`src/core/cgsmb_regs.vh`:
```
`ifndef CGSMB_REGS_VH
`define CGSMB_REGS_VH

// register indices (byte numbers on the serial bus)
`define CGSMB_IDX_SPREAD_SWING 8'h01
`define CGSMB_IDX_DIFF_EDGE 8'h02
`define CGSMB_IDX_REF_CTRL 8'h03
`define CGSMB_IDX_RSVD_ONES 8'h04
`define CGSMB_IDX_REV_MAKER 8'h05
`define CGSMB_IDX_FAMILY_PART 8'h06
`define CGSMB_IDX_READBACK_LEN 8'h07

// field positions
`define CGSMB_B1_STRAP_HI 7
`define CGSMB_B1_STRAP_LO 6
`define CGSMB_B1_OVERRIDE 5
`define CGSMB_B1_SEL_HI 4
`define CGSMB_B1_SEL_LO 3
`define CGSMB_B1_AMP_HI 1
`define CGSMB_B1_AMP_LO 0
`define CGSMB_B2_OUT1_EDGE 2
`define CGSMB_B2_OUT0_EDGE 1
`define CGSMB_B3_REF_EDGE_HI 7
`define CGSMB_B3_REF_EDGE_LO 6
`define CGSMB_B3_REF_WOL 5
`define CGSMB_B3_REF_OE 4
`define CGSMB_B7_LEN_HI 4
`define CGSMB_B7_LEN_LO 0

// reset values
`define CGSMB_RST_OVERRIDE 1'b0
`define CGSMB_RST_SEL 2'h0
`define CGSMB_RST_AMP 2'h2
`define CGSMB_RST_OUT_EDGE 1'b1
`define CGSMB_RST_REF_EDGE 2'h1
`define CGSMB_RST_REF_WOL 1'b0
`define CGSMB_RST_REF_OE 1'b1
`define CGSMB_RST_LEN 5'h08
`define CGSMB_RSVD_BYTE 8'hff
`define CGSMB_UNMAPPED_BYTE 8'h00

// strap levels and spread encodings
`define CGSMB_STRAP_LOW 2'h0
`define CGSMB_STRAP_MID 2'h1
`define CGSMB_STRAP_HIGH 2'h3
`define CGSMB_SPREAD_OFF 2'h0
`define CGSMB_SPREAD_QUARTER 2'h1
`define CGSMB_SPREAD_RSVD 2'h2
`define CGSMB_SPREAD_HALF 2'h3

// default bus address (1101000)
`define CGSMB_DEF_ADDR 7'h68

`endif

```
`src/core/cgsmb_sync.v`:
```
`timescale 1ns/1ps
`default_nettype none

// two-stage synchroniser for levels from outside the clock domain
module cgsmb_sync #(
  parameter WIDTH = 1,
  parameter [WIDTH-1:0] INIT = {WIDTH{1'b1}}
) (
  input wire clock,
  input wire resetn,
  input wire [WIDTH-1:0] async_in,
  output reg [WIDTH-1:0] sync_out
);

  reg [WIDTH-1:0] stage1;

  always @(posedge clock) begin
    if (!resetn) begin
      stage1 <= INIT;
      sync_out <= INIT;
    end else begin
      stage1 <= async_in;
      sync_out <= stage1;
    end
  end

endmodule

`default_nettype wire

```
`src/core/cgsmb_edge.v`:
```
`timescale 1ns/1ps
`default_nettype none

// edge finder on an already synchronised level
module cgsmb_edge (
  input wire clock,
  input wire resetn,
  input wire level,
  output wire rise,
  output wire fall
);

  reg prev;

  always @(posedge clock) begin
    if (!resetn) begin
      prev <= 1'b1;
    end else begin
      prev <= level;
    end
  end

  assign rise = level & ~prev;
  assign fall = ~level & prev;

endmodule

`default_nettype wire

```
`src/core/cgsmb_config_regs.v`:
```
// Summary of operation
// - The top two bits of byte 1 read back the latched three-level spread strap as 00, 01 or 11.
// - Byte 1 bit 5 picks the spread source: 0 follows the strap, 1 uses bits 4:3, and it resets to 0.
// - Byte 1 bits 4:3 mean off, -0.25%, reserved, -0.5% and reset to 00.
// - The software spread select has no effect unless the override bit is 1.
// - Byte 1 bits 1:0 choose a swing of 0.6V, 0.7V, 0.8V or 0.9V and reset to 10.
// - Byte 2 bits 2 and 1 set the edge rate of outputs 1 and 0, 0 for 2.0V/ns, 1 for 3.0V/ns, both resetting to 1.
// - Byte 3 bits 7:6 choose the reference edge rate from slowest to faster and reset to 01.
// - Byte 3 bit 5 keeps the reference running in power down when 1 and stops it when 0, resetting to 0.
// - Byte 3 bit 4 enables the reference output, which is held low when the bit is 0, and it resets to 1.
// - Byte 4 is reserved and always reads all ones.
// - Byte 5 is read-only with a fixed revision code high and a fixed maker code low.
// - Byte 6 is read-only with a fixed two-bit family code high and a six-bit part code low.
// - Byte 7 bits 4:0 set the number of bytes a block read returns, resetting to 8 and rewritable by the host.
// - A block write is start, write address, index N, count X, bytes N to N+X-1, stop, each byte acknowledged.
// - A block read is index write, repeated start, read address, then the count byte and data, ended by the host's no-ack.
`timescale 1ns/1ps
`default_nettype none
`include "cgsmb_regs.vh"

module cgsmb_config_regs #(
  parameter [6:0] BUS_ADDR = `CGSMB_DEF_ADDR,
  parameter [3:0] REVISION_CODE = 4'h3,   // arbitrary value
  parameter [3:0] MAKER_CODE = 4'h9,      // arbitrary value
  parameter [1:0] FAMILY_TYPE_CODE = 2'h2,  // arbitrary value
  parameter [5:0] PART_CODE = 6'h15       // arbitrary value
) (
  input wire clock,
  input wire resetn,
  input wire smb_clock,
  input wire smb_data_in,
  output reg smb_data_out,
  output reg smb_data_oe,
  input wire [1:0] spread_strap_level,
  input wire power_down,
  output reg [1:0] spread_amount,
  output reg [1:0] output_swing,
  output reg out1_edge_rate_sel,
  output reg out0_edge_rate_sel,
  output reg [1:0] ref_edge_rate,
  output reg ref_run_in_power_down,
  output reg ref_output_enable,
  output reg ref_clock_run
);

  //////////////////////////////////////////////////////////////////////////////
  // pin synchronisers and edges

  wire scl;
  wire sda;
  wire [1:0] strap_sync;
  wire pd_sync;
  wire scl_rise;
  wire scl_fall;
  wire sda_rise;
  wire sda_fall;

  cgsmb_sync #(.WIDTH(2), .INIT(2'h3)) u_sync_bus (
    .clock(clock),
    .resetn(resetn),
    .async_in({smb_clock, smb_data_in}),
    .sync_out({scl, sda})
  );

  // free-running so the strap is already settled at the first edge after reset
  cgsmb_sync #(.WIDTH(3), .INIT(3'h0)) u_sync_misc (
    .clock(clock),
    .resetn(1'b1),
    .async_in({spread_strap_level, power_down}),
    .sync_out({strap_sync, pd_sync})
  );

  cgsmb_edge u_edge_scl (
    .clock(clock),
    .resetn(resetn),
    .level(scl),
    .rise(scl_rise),
    .fall(scl_fall)
  );

  cgsmb_edge u_edge_sda (
    .clock(clock),
    .resetn(resetn),
    .level(sda),
    .rise(sda_rise),
    .fall(sda_fall)
  );

  wire start_cond = sda_fall & scl;
  wire stop_cond = sda_rise & scl;

  //////////////////////////////////////////////////////////////////////////////
  // register fields

  reg [1:0] strap_latched;
  reg strap_taken;
  reg sw_override;
  reg [1:0] sw_select;
  reg [1:0] swing;
  reg edge1;
  reg edge0;
  reg [1:0] ref_edge;
  reg ref_wol;
  reg ref_oe;
  reg [4:0] readback_len;

  // strap is caught by the first clock after reset release, then held
  always @(posedge clock) begin
    if (!resetn) begin
      strap_latched <= `CGSMB_STRAP_LOW;
      strap_taken <= 1'b0;
    end else if (!strap_taken) begin
      strap_taken <= 1'b1;
      strap_latched <= {strap_sync[1], |strap_sync};
    end
  end

  // read multiplexer
  reg [7:0] index;
  reg [7:0] read_byte;

  always @* begin
    read_byte = `CGSMB_UNMAPPED_BYTE;
    case (index)
      `CGSMB_IDX_SPREAD_SWING: begin
        read_byte = {strap_latched, sw_override, sw_select, 1'b1, swing};
      end
      `CGSMB_IDX_DIFF_EDGE: begin
        read_byte = {5'h1f, edge1, edge0, 1'b1};
      end
      `CGSMB_IDX_REF_CTRL: begin
        read_byte = {ref_edge, ref_wol, ref_oe, 4'hf};
      end
      `CGSMB_IDX_RSVD_ONES: begin
        read_byte = `CGSMB_RSVD_BYTE;
      end
      `CGSMB_IDX_REV_MAKER: begin
        read_byte = {REVISION_CODE, MAKER_CODE};
      end
      `CGSMB_IDX_FAMILY_PART: begin
        read_byte = {FAMILY_TYPE_CODE, PART_CODE};
      end
      `CGSMB_IDX_READBACK_LEN: begin
        read_byte = {3'h0, readback_len};
      end
      default: begin
        read_byte = `CGSMB_UNMAPPED_BYTE;
      end
    endcase
  end

  //////////////////////////////////////////////////////////////////////////////
  // serial slave state machine

  localparam [2:0] ST_IDLE = 3'h0;
  localparam [2:0] ST_ADDR = 3'h1;
  localparam [2:0] ST_INDEX = 3'h2;
  localparam [2:0] ST_COUNT = 3'h3;
  localparam [2:0] ST_WDATA = 3'h4;
  localparam [2:0] ST_RDATA = 3'h5;
  localparam [2:0] ST_WAIT = 3'h6;

  reg [2:0] state;
  reg [3:0] bit_count;
  reg in_ack;
  reg addr_read;
  reg [7:0] shift;
  reg [7:0] write_left;
  reg [5:0] read_left;
  reg first_write;
  reg host_acked;

  wire receiving = (state == ST_ADDR) || (state == ST_INDEX) || (state == ST_COUNT) || (state == ST_WDATA);

  always @(posedge clock) begin
    if (!resetn) begin
      state <= ST_IDLE;
      bit_count <= 4'h0;
      in_ack <= 1'b0;
      addr_read <= 1'b0;
      shift <= 8'h00;
      index <= 8'h00;
      write_left <= 8'h00;
      read_left <= 6'h00;
      first_write <= 1'b0;
      host_acked <= 1'b0;
      smb_data_out <= 1'b0;
      smb_data_oe <= 1'b0;
      sw_override <= `CGSMB_RST_OVERRIDE;
      sw_select <= `CGSMB_RST_SEL;
      swing <= `CGSMB_RST_AMP;
      edge1 <= `CGSMB_RST_OUT_EDGE;
      edge0 <= `CGSMB_RST_OUT_EDGE;
      ref_edge <= `CGSMB_RST_REF_EDGE;
      ref_wol <= `CGSMB_RST_REF_WOL;
      ref_oe <= `CGSMB_RST_REF_OE;
      readback_len <= `CGSMB_RST_LEN;
    end else begin
      smb_data_out <= 1'b0;
      if (start_cond) begin
        // start or repeated start; index is kept for the read phase
        state <= ST_ADDR;
        bit_count <= 4'h0;
        in_ack <= 1'b0;
        smb_data_oe <= 1'b0;
      end else if (stop_cond) begin
        state <= ST_IDLE;
        in_ack <= 1'b0;
        smb_data_oe <= 1'b0;
      end else if (receiving) begin
        if (scl_rise && !in_ack) begin
          shift <= {shift[6:0], sda};
          bit_count <= bit_count + 4'h1;
        end else if (scl_fall && !in_ack && bit_count == 4'h8) begin
          // eighth bit done: decide and drive the acknowledge
          in_ack <= 1'b1;
          case (state)
            ST_ADDR: begin
              if (shift[7:1] == BUS_ADDR) begin
                smb_data_oe <= 1'b1;
                addr_read <= shift[0];
              end else begin
                state <= ST_WAIT;
              end
            end
            ST_INDEX: begin
              smb_data_oe <= 1'b1;
              index <= shift;
            end
            ST_COUNT: begin
              smb_data_oe <= 1'b1;
              write_left <= shift;
            end
            ST_WDATA: begin
              smb_data_oe <= 1'b1;
              write_left <= write_left - 8'h01;
              case (index)
                `CGSMB_IDX_SPREAD_SWING: begin
                  sw_override <= shift[`CGSMB_B1_OVERRIDE];
                  sw_select <= shift[`CGSMB_B1_SEL_HI:`CGSMB_B1_SEL_LO];
                  swing <= shift[`CGSMB_B1_AMP_HI:`CGSMB_B1_AMP_LO];
                end
                `CGSMB_IDX_DIFF_EDGE: begin
                  edge1 <= shift[`CGSMB_B2_OUT1_EDGE];
                  edge0 <= shift[`CGSMB_B2_OUT0_EDGE];
                end
                `CGSMB_IDX_REF_CTRL: begin
                  ref_edge <= shift[`CGSMB_B3_REF_EDGE_HI:`CGSMB_B3_REF_EDGE_LO];
                  ref_wol <= shift[`CGSMB_B3_REF_WOL];
                  ref_oe <= shift[`CGSMB_B3_REF_OE];
                end
                `CGSMB_IDX_READBACK_LEN: begin
                  readback_len <= shift[`CGSMB_B7_LEN_HI:`CGSMB_B7_LEN_LO];
                end
                default: begin
                  // read-only and reserved bytes take no write
                  readback_len <= readback_len;
                end
              endcase
              index <= index + 8'h01;
            end
            default: begin
              in_ack <= 1'b1;
            end
          endcase
        end else if (scl_fall && in_ack) begin
          // end of the acknowledge clock: release and move on
          in_ack <= 1'b0;
          bit_count <= 4'h0;
          smb_data_oe <= 1'b0;
          case (state)
            ST_ADDR: begin
              if (addr_read) begin
                // first byte out is the count
                state <= ST_RDATA;
                shift <= {3'h0, readback_len};
                read_left <= {1'b0, readback_len};
                first_write <= 1'b1;
                smb_data_oe <= 1'b1;
              end else begin
                state <= ST_INDEX;
              end
            end
            ST_INDEX: begin
              state <= ST_COUNT;
            end
            ST_COUNT: begin
              state <= (write_left == 8'h00) ? ST_WAIT : ST_WDATA;
            end
            default: begin
              state <= (write_left == 8'h00) ? ST_WAIT : ST_WDATA;
            end
          endcase
        end
      end else if (state == ST_RDATA) begin
        if (!in_ack) begin
          if (scl_rise) begin
            bit_count <= bit_count + 4'h1;
          end else if (scl_fall) begin
            if (bit_count == 4'h8) begin
              in_ack <= 1'b1;
              smb_data_oe <= 1'b0;
              if (!first_write) begin
                index <= index + 8'h01;
              end
            end else begin
              shift <= {shift[6:0], 1'b1};
              smb_data_oe <= ~shift[6];
            end
          end
        end else begin
          if (scl_rise) begin
            host_acked <= ~sda;
          end else if (scl_fall) begin
            in_ack <= 1'b0;
            bit_count <= 4'h0;
            first_write <= 1'b0;
            if (!host_acked || read_left == 6'h00) begin
              state <= ST_WAIT;
              smb_data_oe <= 1'b0;
            end else begin
              read_left <= read_left - 6'h01;
              shift <= read_byte;
              smb_data_oe <= ~read_byte[7];
            end
          end
        end
      end
    end
  end

  //////////////////////////////////////////////////////////////////////////////
  // registered field outputs

  always @(posedge clock) begin
    if (!resetn) begin
      spread_amount <= `CGSMB_SPREAD_OFF;
      output_swing <= `CGSMB_RST_AMP;
      out1_edge_rate_sel <= `CGSMB_RST_OUT_EDGE;
      out0_edge_rate_sel <= `CGSMB_RST_OUT_EDGE;
      ref_edge_rate <= `CGSMB_RST_REF_EDGE;
      ref_run_in_power_down <= `CGSMB_RST_REF_WOL;
      ref_output_enable <= `CGSMB_RST_REF_OE;
      ref_clock_run <= 1'b0;
    end else begin
      if (sw_override) begin
        spread_amount <= sw_select;
      end else begin
        spread_amount <= strap_latched;
      end
      output_swing <= swing;
      out1_edge_rate_sel <= edge1;
      out0_edge_rate_sel <= edge0;
      ref_edge_rate <= ref_edge;
      ref_run_in_power_down <= ref_wol;
      ref_output_enable <= ref_oe;
      ref_clock_run <= ref_oe & (~pd_sync | ref_wol);
    end
  end

endmodule

`default_nettype wire

```
`config.mk`:
```
export PLATFORM = sky130hd
export DESIGN_NAME = cgsmb_config_regs
export DESIGN_NICKNAME = d
export VERILOG_FILES = /design/src/core/cgsmb_sync.v /design/src/core/cgsmb_edge.v /design/src/core/cgsmb_config_regs.v
export VERILOG_INCLUDE_DIRS = /design/src /design/src/core
export SDC_FILE = /design/constraint.sdc
export NUM_CORES = 1
export LEC_CHECK = 0
export ABC_AREA = 1
export BUFFER_PORTS_ARGS = -buffer_cell sky130_fd_sc_hd__buf_2
export CAP_MARGIN = 20
export CORE_ASPECT_RATIO = 0.8
export CORE_MARGIN = 2
export CORE_UTILIZATION = 26
export CTS_CLUSTER_DIAMETER = 40
export DETAILED_ROUTE_END_ITERATION = 12
export GPL_TIMING_DRIVEN = 0
export SLEW_MARGIN = 20
export SYNTH_ARGS = -nofsm -noshare
export SYNTH_HDL_FRONTEND = slang
export SYNTH_HIERARCHICAL = 1
export SYNTH_SLANG_ARGS = --single-unit
```
`constraint.sdc`:
```
create_clock -name clock -period 2.4 [get_ports clock]
set_input_delay 0.24 -clock clock [delete_from_list [all_inputs] [get_ports clock]]
set_output_delay 0.24 -clock clock [all_outputs]
set_load 0.005 [all_outputs]
```
==> results of run 1 <==
layer usage:
metal | vias up | GRT usage | wire, um
li1 | 2331 | - | -
met4 | 0 | 0.0356 | 144
met3 | 10 | 0.0353 | 909
met2 | 134 | 0.207 | 4980
met1 | 2013 | 0.212 | 6680
met5 | - | 0 | 0
power by group:
group,switching [mW],internal (mW)
Clock,0.619,0.739
Sequential,0.0144,1.41
Combinational,0.157,0.0630
Total,0.791,2.22
critical path: stages (launching register included):
cell,delay [ps]
dfxtp_1,340
inv_1,90
ha_1,150
nand2_1,60
nor2_2,230
nand2_2,210
nand2_1,220
inv_1,80
nor2_1,180
nand2_1,180
inv_2,160
nand2_1,70
nand2_1,60
nor2_1,50
cell families after synthesis:
family                   after synthesis
AO/OA/AOI/OAI                        130
buffers and inverters                120
other                                  2
flip-flops                            84
adder cells (fa/ha/maj)               10
XOR/XNOR                               8
AND/OR/NAND/NOR                      361
how the worst min path moves through the flow:
stage                          from                     end  slack (ps)  depth (start not counted)
3_3_place_gp   u_sync_bus/stage1[1]  u_sync_bus/sync_out[1]         380                          2
3_5_place_dp   u_sync_bus/stage1[0]  u_sync_bus/sync_out[0]         380                          2
2_1_floorplan                resetn             strap_taken         270                          0
5_1_grt                   smb_clock    u_sync_bus/stage1[1]          60                          3
4_1_cts                 smb_data_in    u_sync_bus/stage1[0]          60                          3
6_report                smb_data_in    u_sync_bus/stage1[0]          60                          3
cell type report:
cell class	count	area (sq um)
Buffer	14	68.8
Clock buffer	10	239
Clock inverter	6	46.3
Fill cell	1913	12000
Inverter	106	398
Multi-Input combinational cell	516	2460
Sequential cell	84	1680
Tap cell	225	282
Timing Repair Buffer	18	90.1
sequential cells by signal (all words and copies together) (netlist names), 2 cells and up:
signal and count:
sw_select 2, state 3, read_left 6, ref_edge_rate 2
strap_latched 2, write_left 8, spread_amount 2, swing 2
output_swing 2, u_sync_misc/stage1 3, bit_count 4, u_sync_bus/stage1 2
ref_edge 2, readback_len 5, u_sync_bus/sync_out 2, index 8
shift 8, u_sync_misc/sync_out 3
metrics by stage:
stage	setup slack (ps)	utilization
after floorplan	685	-
after global placement	140	0.288
after detailed placement	152	0.288
after CTS	133	0.304
after global routing	55.0	0.305
final	227	0.305
repair_timing:
item,in CTS,in global routing
endpoints found under the setup margin,0,10
resized for setup,0,2
hold buffers,0,0
cells in the final DEF (no fill, tap or decap), types with 7 or more instances in the layout:
master     count
nand2_1      174
nor2_1       107
inv_1        102
dfxtp_1       84
o21ai_0       63
nand3_1       43
a21oi_1       41
buf_2         19
nor3_1        10
ha_1          10
clkbuf_1       9
clkbuf_16      9
conb_1         7
==> results.md, run 1 <==
- The run finished with clean final reports.
- The initial utilization of the core area, before any placement, comes to 0.265.
- The via count of the first global-routing pass is 4085.
- The total global routing track utilization is 0.143.
- The most area-hungry cell type in the Yosys netlist is dfxtp_1.
- The dominant cell by count in the synthesized netlist is nand2_1.
- The count of placed standard cells including taps is 963.
- By area, the combinational part of the netlist is dominated by simple AND/OR/NAND/NOR gates.
- The number of flops mapped to enable cells by yosys is 0.
- Measured in cells, the most critical reg-to-reg path has a length of 13.
- The simple logic cell fraction of the synthesized area is 0.334.
- The floorplan step set the die width to 152 um.
- The total power of the final layout is 3.01 mW.
- The count of endpoints failing hold in the final timing report came to 0.
- In the routed layout, each cell is associated on average with a via count of ~4.6.
- The min-delay analysis places its worst path in the category input port to register.
- The number of antenna diodes in the final layout is 0.
- By startpoint and endpoint, the worst setup path is classified as register to register.
- Dividing the final minimum period by the clock period gives 0.905.
- The detailed placement HPWL is between 9000 and 10000 um.
- The die extent in y is 123 um.
- The actual slew at the worst max-slew pin is 725 ps.
- The later pin in the worst-skew pair is clocked with a latency of 350 ps.
- After synthesis, the share of cell area in mux cells is 0.
- The worst pin sits at a relative slew slack of 0.517.
- The critical path required time is 2650 ps.
- The number of different library cells used by synthesis comes to 37.
- The clock period minus worst slack is 2170 ps.
- The wire length of the first global-routing pass is 21300 um.
- Counting along the longest clock path gives a buffer depth of 2.
- The number of antenna violations at the first check in global routing was 0.
- The weighted congestion reported at the end of routability-driven placement is between 0.9 and 1.
- In this run the power density over the cells is 572 nW/um^2.
- The sequential element share of the synthesized area is 0.367.
- The count of nets left with antenna violations after detail routing is 0.
- The total via count in the routed design is approximately 4500.
- Across the VDD grid, the largest voltage drop is about 0.4 mV.
- The upper clock frequency limit is 460 MHz.
- In the synthesized netlist, the number of instances is about 720.
- The worst hold margin is 60.6 ps.
- The adder-cell share of the synthesized area is 0.0273.
- The post-synthesis cell area is 4580 sq um.
- The complex-gate fraction of the synthesized area is 0.153.
- The signal arrival time at the worst endpoint is 2420 ps.
- After clock tree synthesis, the clock-pin slew on the worst setup and hold paths is 70 ps.
- After detailed placement, the total cell area comes to 4970 sq um.
- The post-route clock skew is 6.28 ps.
- In this run, the number of DRC markers left after iteration 0 of detailed routing was roughly 420.
- The share of the synthesized area in the top cell type is 0.367.
- The worst setup path is launched from a register.
- The analysis attributes to cell leakage a power of 2.40 nW.
- The endpoint identified for the worst register-to-register timing path is index[6].
- After detailed routing, the number of remaining DRC violations is 0.
- The endpoint of the worst setup timing path is index[6].
- The synthesized area per cell is 6.41 sq um.
- The TritonCTS clock tree is yes.
- The clock buffer count from CTS is 9.
- The sort of element at the end of the critical path is a register.
- In the final layout, the share of cells above drive strength 1 is 0.0822.
- CTS built an H-tree with a depth of 3.
- Wires add up to 12700 um.
- CTS placed an instance of clkbuf_16 at the clock tree root.
- Of all flip-flops after synthesis, the portion carrying an async set or reset was 0.
- The flip-flop and latch count after synthesis is 84.
- The total count of max-transition violations in the final report is 0.
- Across all register-to-register paths, the minimum setup slack is between 200 and 250 ps.
- The worst reg2reg path startpoint is bit_count[0].
- In the post-synthesis netlist, the biggest area contributors are dfxtp_1, nand2_1, nor2_1, inv_1, o21ai_0.
- The floorplan die area is around 19000 sq um.
- Entering global routing, the biggest net connects 16 pins.
- The routed length per placed instance is 13.0 um.
- In this run the worst path has a maximum fanout of 9.
- In the synthesized netlist the dominant register cell turns out to be dfxtp_1.
- The design area is 5260 sq um.
- The post-CTS repair timing setup buffer count is 0.
- Setup repair after global routing left no endpoint under its margin.
- Sorting the synthesized cells by how often they occur yields nand2_1, nor2_1, inv_1.
- The Yosys step of the flow raised 6 warnings.
- Setup total negative slack on the finished layout was measured at 0 ps.
- The total I/O pin count is 20.
- Input and output buffers added on the ports amount to 18.
- After global routing the overflow that remains totals 0.
- Setup violations remaining at the end of the flow were counted as 0.
- The critical path starts at bit_count[0].
- The number of maximum-capacitance constraint violations is 0.
- The tree built by TritonCTS fans out to 84 sinks.
- Of the total synthesized cell area, the portion taken by XOR and XNOR cells is 0.0153.
- After the last flow step, the layout net total stands at 766.
- The layout overhead on the synthesized area is 14.9%.
- The finished layout holds 979 standard cells, fillers aside.
- The first-pass detailed-route iteration total is 5.
- In this run the standard cell core region covers about 17000 sq um.
- After floorplanning, the core was divided into 43 placement rows.
Note: power is estimated with default switching activity, not from simulation.
==> run 2, diff against run 1 <==
--- a/config.mk
+++ b/config.mk
@@ -11,10 +11,11 @@
 export CAP_MARGIN = 20
 export CORE_ASPECT_RATIO = 0.8
 export CORE_MARGIN = 2
-export CORE_UTILIZATION = 26
+export CORE_UTILIZATION = 62
 export CTS_CLUSTER_DIAMETER = 40
 export DETAILED_ROUTE_END_ITERATION = 12
 export GPL_TIMING_DRIVEN = 0
+export PLACE_DENSITY_LB_ADDON = 0.08
 export SLEW_MARGIN = 20
 export SYNTH_ARGS = -nofsm -noshare
 export SYNTH_HDL_FRONTEND = slang
==> run 2 against run 1 <==
  * Clock power down 5%
  * Core utilization up 39 points
  * Clock-buffer cell count down 1
  * Hold slack worse by 23 ps
  * First-iteration DRC count up 3.1%
  * Register-to-register slack worse by 60 ps
  * Via count up 4.5%
  * Cell count down 14%
  * Critical path type unchanged
==> results.md, run 2 (same netlist as run 1, synthesis figures left out) <==
- The via count of the first global-routing pass is 4124 (+0.95%).
- The design area is 5070 sq um (-3.7%).
- The clock period minus worst slack is 2230 ps (+58.9 ps).
- The number of standard cells in the final layout excluding fillers is 845 (-14%).
- The run finished with clean final reports.
- The clock network latency to the later pin of the worst-skew pair is 370 ps (+20 ps).
- The sort of element at the end of the critical path is a register.
- The top cell types in the final layout, fill and taps aside, are nand2_1, nor2_1, inv_1.
- Clock tree synthesis selected as its root buffer the cell clkbuf_8.
- The cell depth of the worst hold path is 3 (unchanged).
- The relative contribution of sequential cells to total power is 0.485 (+0.010).
- The filler cell count in the final layout is 648 (-66%).
- The number of hold buffers added after cts is 0 (unchanged).
- The clock buffer count from CTS is 9 (unchanged).
- The share of total power consumed by net switching came to 0.257 (-0.00581).
- The fraction of layout instances using a drive strength above 1 is 0.0836 (+0.00133).
- The area after detailed placement came to 4800 sq um (-3.4%).
- The count of endpoints failing hold in the final timing report is 0 (unchanged).
- The worst setup slack after placement is 129 ps (-22.7 ps).
- The weighted congestion reported at the end of routability-driven placement was 1.06 (+17%).
- The worst hold path endpoint is u_sync_bus/stage1[1].
- The worst setup path is of the register to register kind.
- TritonCTS built the clock tree.
- The endpoint of the worst register-to-register path is index[5].
- The cell-internal power is 2.19 mW (-1.4%).
- For this design, the slowest cell found on the critical path is dfxtp_1.
- The DRC violation count after routing is 0 (unchanged).
- The floorplan die area is 8100 sq um (-57%).
- Traced cell by cell, the critical path runs through inv_1, ha_1, nand2_1, nor2_2, nand2_2, nand2_1, inv_1, nor3_1, nand3_2, o21ai_0, nor2_1.
- The highest ir drop seen on vdd is 0.429 mV (+4.3%).
- The post-route clock skew is 9.55 ps (+3.27 ps).
- The first-pass detailed-route iteration total is 5 (unchanged).
- The worst reg2reg path startpoint is bit_count[0].
- The total I/O pin count is 20 (unchanged).
- The via density per instance is 5.55 (+21%).
- The signal arrival time at the worst endpoint came to 2490 ps (+70 ps).
- The max-slew headroom at the worst pin was 0.570 (+0.0535).
- The number of sinks driven by the clock tree was 84 (unchanged).
- The path type of the worst min-delay path is input port to register.
- The worst hold margin is 37.6 ps (-23.1 ps).
- The critical path required time is 2660 ps (about the same).
- The cell row count was 28 (-35%).
- The number of buffers on the longest clock path is 2 (unchanged).
- The layout overhead on the synthesized area is 10.6%.
- The number of levels the H-tree was split into is 3 (unchanged).
- The die extent in y is 80.9 um (-34%).
- The count of placed standard cells including taps is 828 (-14%).
- The largest registers in the layout are index: 8 flops, shift: 8 flops, write_left: 8 flops.
- The combined area of the multi-input logic cells was 2460 sq um (+0.20%).
- The register-to-register setup slack came to 170 ps (-60 ps).
- The total net switching power is 0.757 mW (-4.3%).
- The maximum fanout along the worst path was 9 (unchanged).
- The placeable core region came to 7290 sq um (-58%).
- The number of buffers added on ports is 18 (unchanged).
- The post-layout worst setup margin is 168 ps (-58.9 ps).
- The total count of max-transition violations in the final report is 0 (unchanged).
- The upper clock frequency limit is 448 MHz (-2.6%).
- The count of nets left with antenna violations after detail routing is 0 (unchanged).
- The source of the worst hold timing path is smb_clock.
- The effective utilization at floorplan is 0.629 (+0.363).
- The post-CTS repair timing setup buffer count is 0 (unchanged).
- The reported leakage power was 2.39 nW (-0.38%).
- The detailed placement HPWL is 9390 um (-1.9%).
- The net count reported at finish is 766 (unchanged).
- The combinational share of power is 0.077 (+0.004).
- The total via count in the routed design is 4689 (+4.5%).
- The final count of negative-setup-slack endpoints came to 0 (unchanged).
- The worst setup path is launched from a register.
- The total global routing track utilization came to 0.321 (+0.178).
- The final standard cell utilization of the core is 0.695 (+0.391).
- The post-CTS clock slew at the launch and capture registers of the worst setup and hold paths was 90 ps (+20 ps).
- The actual slew at the worst max-slew pin is 645 ps (-80.2 ps).
- The storage element area is 1680 sq um (unchanged).
- The total power per unit cell area came to 581 nW/um^2 (+1.6%).
- The horizontal die dimension is 100 um (-34%).
- The worst stage delay on the critical path is 350 ps (about the same).
- The routed length per placed instance was 14.8 um (+14%).
- The detailed-route wire length was 12500 um (-1.8%).
- The number of cells on the worst reg-to-reg path is 11 (-2).
- The number of maximum-capacitance constraint violations is 0 (unchanged).
- The library cell used most frequently in the layout, excluding fill and tap cells, is nand2_1.
- The relative contribution of the clock network to total power was 0.438 (-0.014).
- The total power of the final layout was 2.94 mW (-2.1%).
- The total congestion overflow is 0 (unchanged).
- The setup total negative slack was 0 ps (unchanged).
- The final worst-path cycle share is 0.930 (+0.0245).
- The number of antenna violations at the first check in global routing is 1 (+1).
- The wire length of the first global-routing pass is 20100 um (-5.3%).
- The DRC marker count from the first detailed-route iteration is 431 (+3.1%).
- The maximum number of pins on one net before global-route repair is 17 (+1).
-- run 2: cell count changes in the layout (fill, tap and decap cells not counted), moves of 2 or more --
| cell | change |
|---|---|
| clkbuf_16 | -9 |
| bufinv_16 | +3 |
| clkbuf_8 | +8 |
| clkinvlp_4 | -2 |
-- run 2: power groups by stage --
| stage | logic (mW) | registers, mW | clock network [mW] |
|---|---|---|---|
| 2_1_floorplan | 0.150 | 1.46 | 0 |
| 3_3_place_gp | 0.213 | 1.46 | 0 |
| 3_5_place_dp | 0.216 | 1.46 | 0 |
| 4_1_cts | 0.218 | 1.43 | 1.29 |
| 5_1_grt | 0.251 | 1.43 | 1.35 |
| 6_report | 0.226 | 1.43 | 1.29 |
-- run 2: worst max path at each step --
| stage | depth (start not counted) | startpoint | endpoint | slack [ps] |
|---|---|---|---|---|
| finish | 11 | bit_count[0] | index[5] | 170 |
| global route | 11 | bit_count[0] | index[5] | -30 |
| CTS | 11 | bit_count[0] | index[5] | 60 |
| detailed placement | 13 | bit_count[0] | index[6] | 130 |
| global placement | 13 | bit_count[0] | index[6] | 150 |
| floorplan | 12 | u_sync_bus/sync_out[1] | shift[3] | 680 |
-- run 2: critical path: cells and delay by family (launching register included) --
kind	cells	cell delay (ps)
simple gates	7	1240
flops	1	350
compound gates	1	210
buf+inv	2	190
fa+ha+maj	1	150
-- run 2: area by class of cell --
| type | instances | share of cell area |
|---|---|---|
| diodes | 1 | 0.000494 |
| repair buffers | 18 | 0.0178 |
| plain buffers | 14 | 0.0136 |
| flip-flops and latches | 84 | 0.332 |
| multi-input cells | 516 | 0.486 |
| inverters | 106 | 0.0785 |
| clock inverters | 7 | 0.0252 |
| well taps | 90 | 0.0222 |
| clock buffers | 9 | 0.0245 |
-- run 2: per-layer routing --
layer | global-route usage | vias to the layer above | part of all wire
met2 | 0.495 | 237 | 0.43
met5 | 0 | - | 0
li1 | - | 2334 | -
met4 | 0.104 | 0 | 0.020
met1 | 0.457 | 2095 | 0.45
met3 | 0.0585 | 23 | 0.096
-- run 2: repair_timing --
action | in CTS | in global routing
resized for setup | 0 | 3
hold endpoints to repair | 0 | 0
setup endpoints to repair | 0 | 11
==> run 3, diff against run 2 <==
--- a/config.mk
+++ b/config.mk
@@ -9,9 +9,11 @@
 export ABC_AREA = 1
 export BUFFER_PORTS_ARGS = -buffer_cell sky130_fd_sc_hd__buf_2
 export CAP_MARGIN = 20
+export CELL_PAD_IN_SITES_DETAIL_PLACEMENT = 1
+export CELL_PAD_IN_SITES_GLOBAL_PLACEMENT = 2
 export CORE_ASPECT_RATIO = 0.8
 export CORE_MARGIN = 2
-export CORE_UTILIZATION = 62
+export CORE_UTILIZATION = 34
 export CTS_CLUSTER_DIAMETER = 40
 export DETAILED_ROUTE_END_ITERATION = 12
 export GPL_TIMING_DRIVEN = 0
==> run 3 against run 2 <==
  * Sequential cell count stayed put
  * Clock-buffer cell count is 2 higher
  * Clock skew down 3.2 ps
  * Hold slack improved by 17 ps
  * Largest cell class unchanged
  * Highest routed layer unchanged
==> results.md, run 3 (same netlist as run 1, synthesis figures left out) <==
- The cell row count came to 37 (+32%).
- The number of cells on the worst reg-to-reg path is 9 (-2).
- The final count of negative-setup-slack endpoints is 0 (unchanged).
- The post-CTS repair timing setup buffer count was 0 (unchanged).
- The worst hold margin is 55.1 ps (+17.5 ps).
- The routed length per placed instance came to 16.3 um (+11%).
- The upper clock frequency limit came to 455 MHz (+1.5%).
- The top cell types in the final layout, fill and taps aside, are nand2_1, nor2_1, inv_1.
- The weighted congestion reported at the end of routability-driven placement is 0.951 (-10%).
- The worst setup slack after placement is 26.4 ps (-103 ps).
- The actual slew at the worst max-slew pin came to 692 ps (+46.9 ps).
- The DRC marker count from the first detailed-route iteration is 275 (-36%).
- The met1 track demand over resource in global routing is 0.306 (-0.150).
- The post-layout worst setup margin is 201 ps (+32.4 ps).
- The clock buffer count from CTS is 9 (unchanged).
- The fraction of layout instances using a drive strength above 1 came to 0.0836 (unchanged).
- The number of buffers on the longest clock path is 2 (unchanged).
- The critical path required time came to 2690 ps (+30 ps).
- The worst hold path begins at smb_clock.
- The peak-usage layer in the global routing report is met2.
- The net count reported at finish is 766 (unchanged).
- The detailed placement HPWL is 11700 um (+25%).
- The via density per instance is 5.01 (-9.7%).
- The final worst-path cycle share came to 0.916 (-0.0135).
- The critical path in this run is classified as register to register.
- The post-CTS clock slew at the launch and capture registers of the worst setup and hold paths is 60 ps (-30 ps).
- The met3 track demand over resource came to 0.0400 (-0.0185).
- The path with the worst hold slack has its endpoint at u_sync_bus/stage1[1].
- The placeable core region came to 13000 sq um (+79%).
- The number of antenna violations at the first check in global routing is 0 (-1).
- The first-pass detailed-route iteration total came to 6 (+1).
- Clock tree synthesis selected as its root buffer the cell clkbuf_16.
- The maximum fanout along the worst path is 7 (-2).
- The total congestion overflow is 0 (unchanged).
- Leaving out fill and tap cells, the most frequent cell in the layout is nand2_1.
- The total count of max-transition violations in the final report was 0 (unchanged).
- The DRC violation count after routing is 0 (unchanged).
- The total via count in the routed design is 4655 (-0.73%).
- In this run the critical register-to-register path is captured at shift[3].
- The met2 global-route usage is 0.356 (-0.139).
- The number of maximum-capacitance constraint violations is 0 (unchanged).
- Setup repair after global routing left no endpoint under its margin.
- The max-slew headroom at the worst pin is 0.539 (-0.0313).
- The effective utilization at floorplan is 0.352 (-0.276).
- The layout overhead on the synthesized area is 13.8%.
- The die extent in y is 108 um (+33%).
- TritonCTS built the clock tree.
- The path type of the worst min-delay path is input port to register.
- The total global routing track utilization is 0.224 (-0.0969).
- The maximum number of pins on one net before global-route repair is 16 (-1).
- The post-route clock skew is 6.30 ps (-3.25 ps).
- The number of sinks driven by the clock tree is 84 (unchanged).
- The signal arrival time at the worst endpoint came to 2490 ps (about the same).
- The highest ir drop seen on vdd was 0.321 mV (-25%).
- The detailed-route wire length was 15200 um (+22%).
- The final standard cell utilization of the core is 0.401 (-0.295).
- The cell depth of the worst hold path is 3 (unchanged).
- The number of buffers added on ports is 18 (unchanged).
- The flow ran to the end, and the final reports show no timing, DRC or antenna violations.
- In the final layout, the registers with the most flip-flops are index: 8 flops, shift: 8 flops, write_left: 8 flops.
- The number of levels the H-tree was split into is 3 (unchanged).
- The clock period minus worst slack is 2200 ps (-32.4 ps).
- The number of antenna repair diodes is 0 (-1).
- The floorplan die area is 14400 sq um (+78%).
- The count of endpoints failing hold in the final timing report came to 0 (unchanged).
- The worst reg2reg path startpoint is state[1].
- The horizontal die dimension came to 134 um (+34%).
- The wire length of the first global-routing pass was 24600 um (+22%).
- The total I/O pin count came to 20 (unchanged).
- The total power of the final layout is 3.03 mW (+3.1%).
- The via count of the first global-routing pass is 4643 (+13%).
- The register-to-register setup slack is 200 ps (+30 ps).
- The count of nets left with antenna violations after detail routing is 0 (unchanged).
- The design area was 5210 sq um (+2.9%).
- The element type at the critical path start is a register.
- The area after detailed placement was 4910 sq um (+2.2%).
- The sort of element at the end of the critical path is a register.
- The setup total negative slack is 0 ps (unchanged).
- The number of standard cells in the final layout excluding fillers is 929 (+9.9%).
- The reported leakage power is 2.40 nW (+0.31%).
- The total power per unit cell area came to 582 nW/um^2 (+0.21%).
- The count of placed standard cells including taps is 913 (+10%).
- The clock network latency to the later pin of the worst-skew pair was 350 ps (-20 ps).
[run 3: cell types whose count changed in the layout (fill, tap and decap cells not counted), moves of 2 or more]
cell / previous run / this run
nor2_4: 4 / 6
bufinv_16: 3 / 0
clkinvlp_4: 0 / 2
clkbuf_8: 9 / 1
clkbuf_16: 0 / 9
[run 3: timing repair]
| action | 4_1_cts | 5_1_grt |
|---|---|---|
| endpoints found under the hold margin | 0 | 0 |
| hold buffers | 0 | 0 |
| endpoints found under the setup margin | 4 | 18 |
| gates resized for setup | 1 | 6 |
[run 3: worst max-delay path by stage]
stage,startpoint,to,slack (ps)
after global placement,bit_count[0],index[6],20
after floorplan,u_sync_bus/sync_out[1],shift[3],680
after global routing,state[1],shift[3],60
after detailed placement,bit_count[0],index[3],30
final,state[1],shift[3],200
after CTS,bit_count[0],index[3],80
[run 3: per-layer routing]
metal  part of all wire  vias up
met2               0.44       73
met4              0.016        0
met1               0.50     2237
met3              0.041       15
li1                   -     2330
met5                  0        -
[run 3: critical path, stage by stage, from the launching register on]
cell and delay (ps):
dfxtp_1 400, o21ai_2 370, nand2_4 150, nor2_1 260
inv_1 130, nand2_1 280, inv_1 160, o21ai_0 220
nor2_1 80, nor2_1 80
[run 3: area by class of cell]
| type | count | area (sq um) |
|---|---|---|
| Clock buffer | 11 | 243 |
| Sequential cell | 84 | 1680 |
| Fill cell | 1687 | 7800 |
| Inverter | 106 | 398 |
| Multi-Input combinational cell | 516 | 2470 |
| Tap cell | 175 | 219 |
| Clock inverter | 5 | 41.3 |
| Buffer | 14 | 68.8 |
| Timing Repair Buffer | 18 | 90.1 |
[run 3: report_power, final]
group / internal (mW) / leakage (nW) / switching [mW]
logic: 0.0636 / 1.58 / 0.171
clock network: 0.742 / 0.133 / 0.629
registers: 1.41 / 0.681 / 0.0150
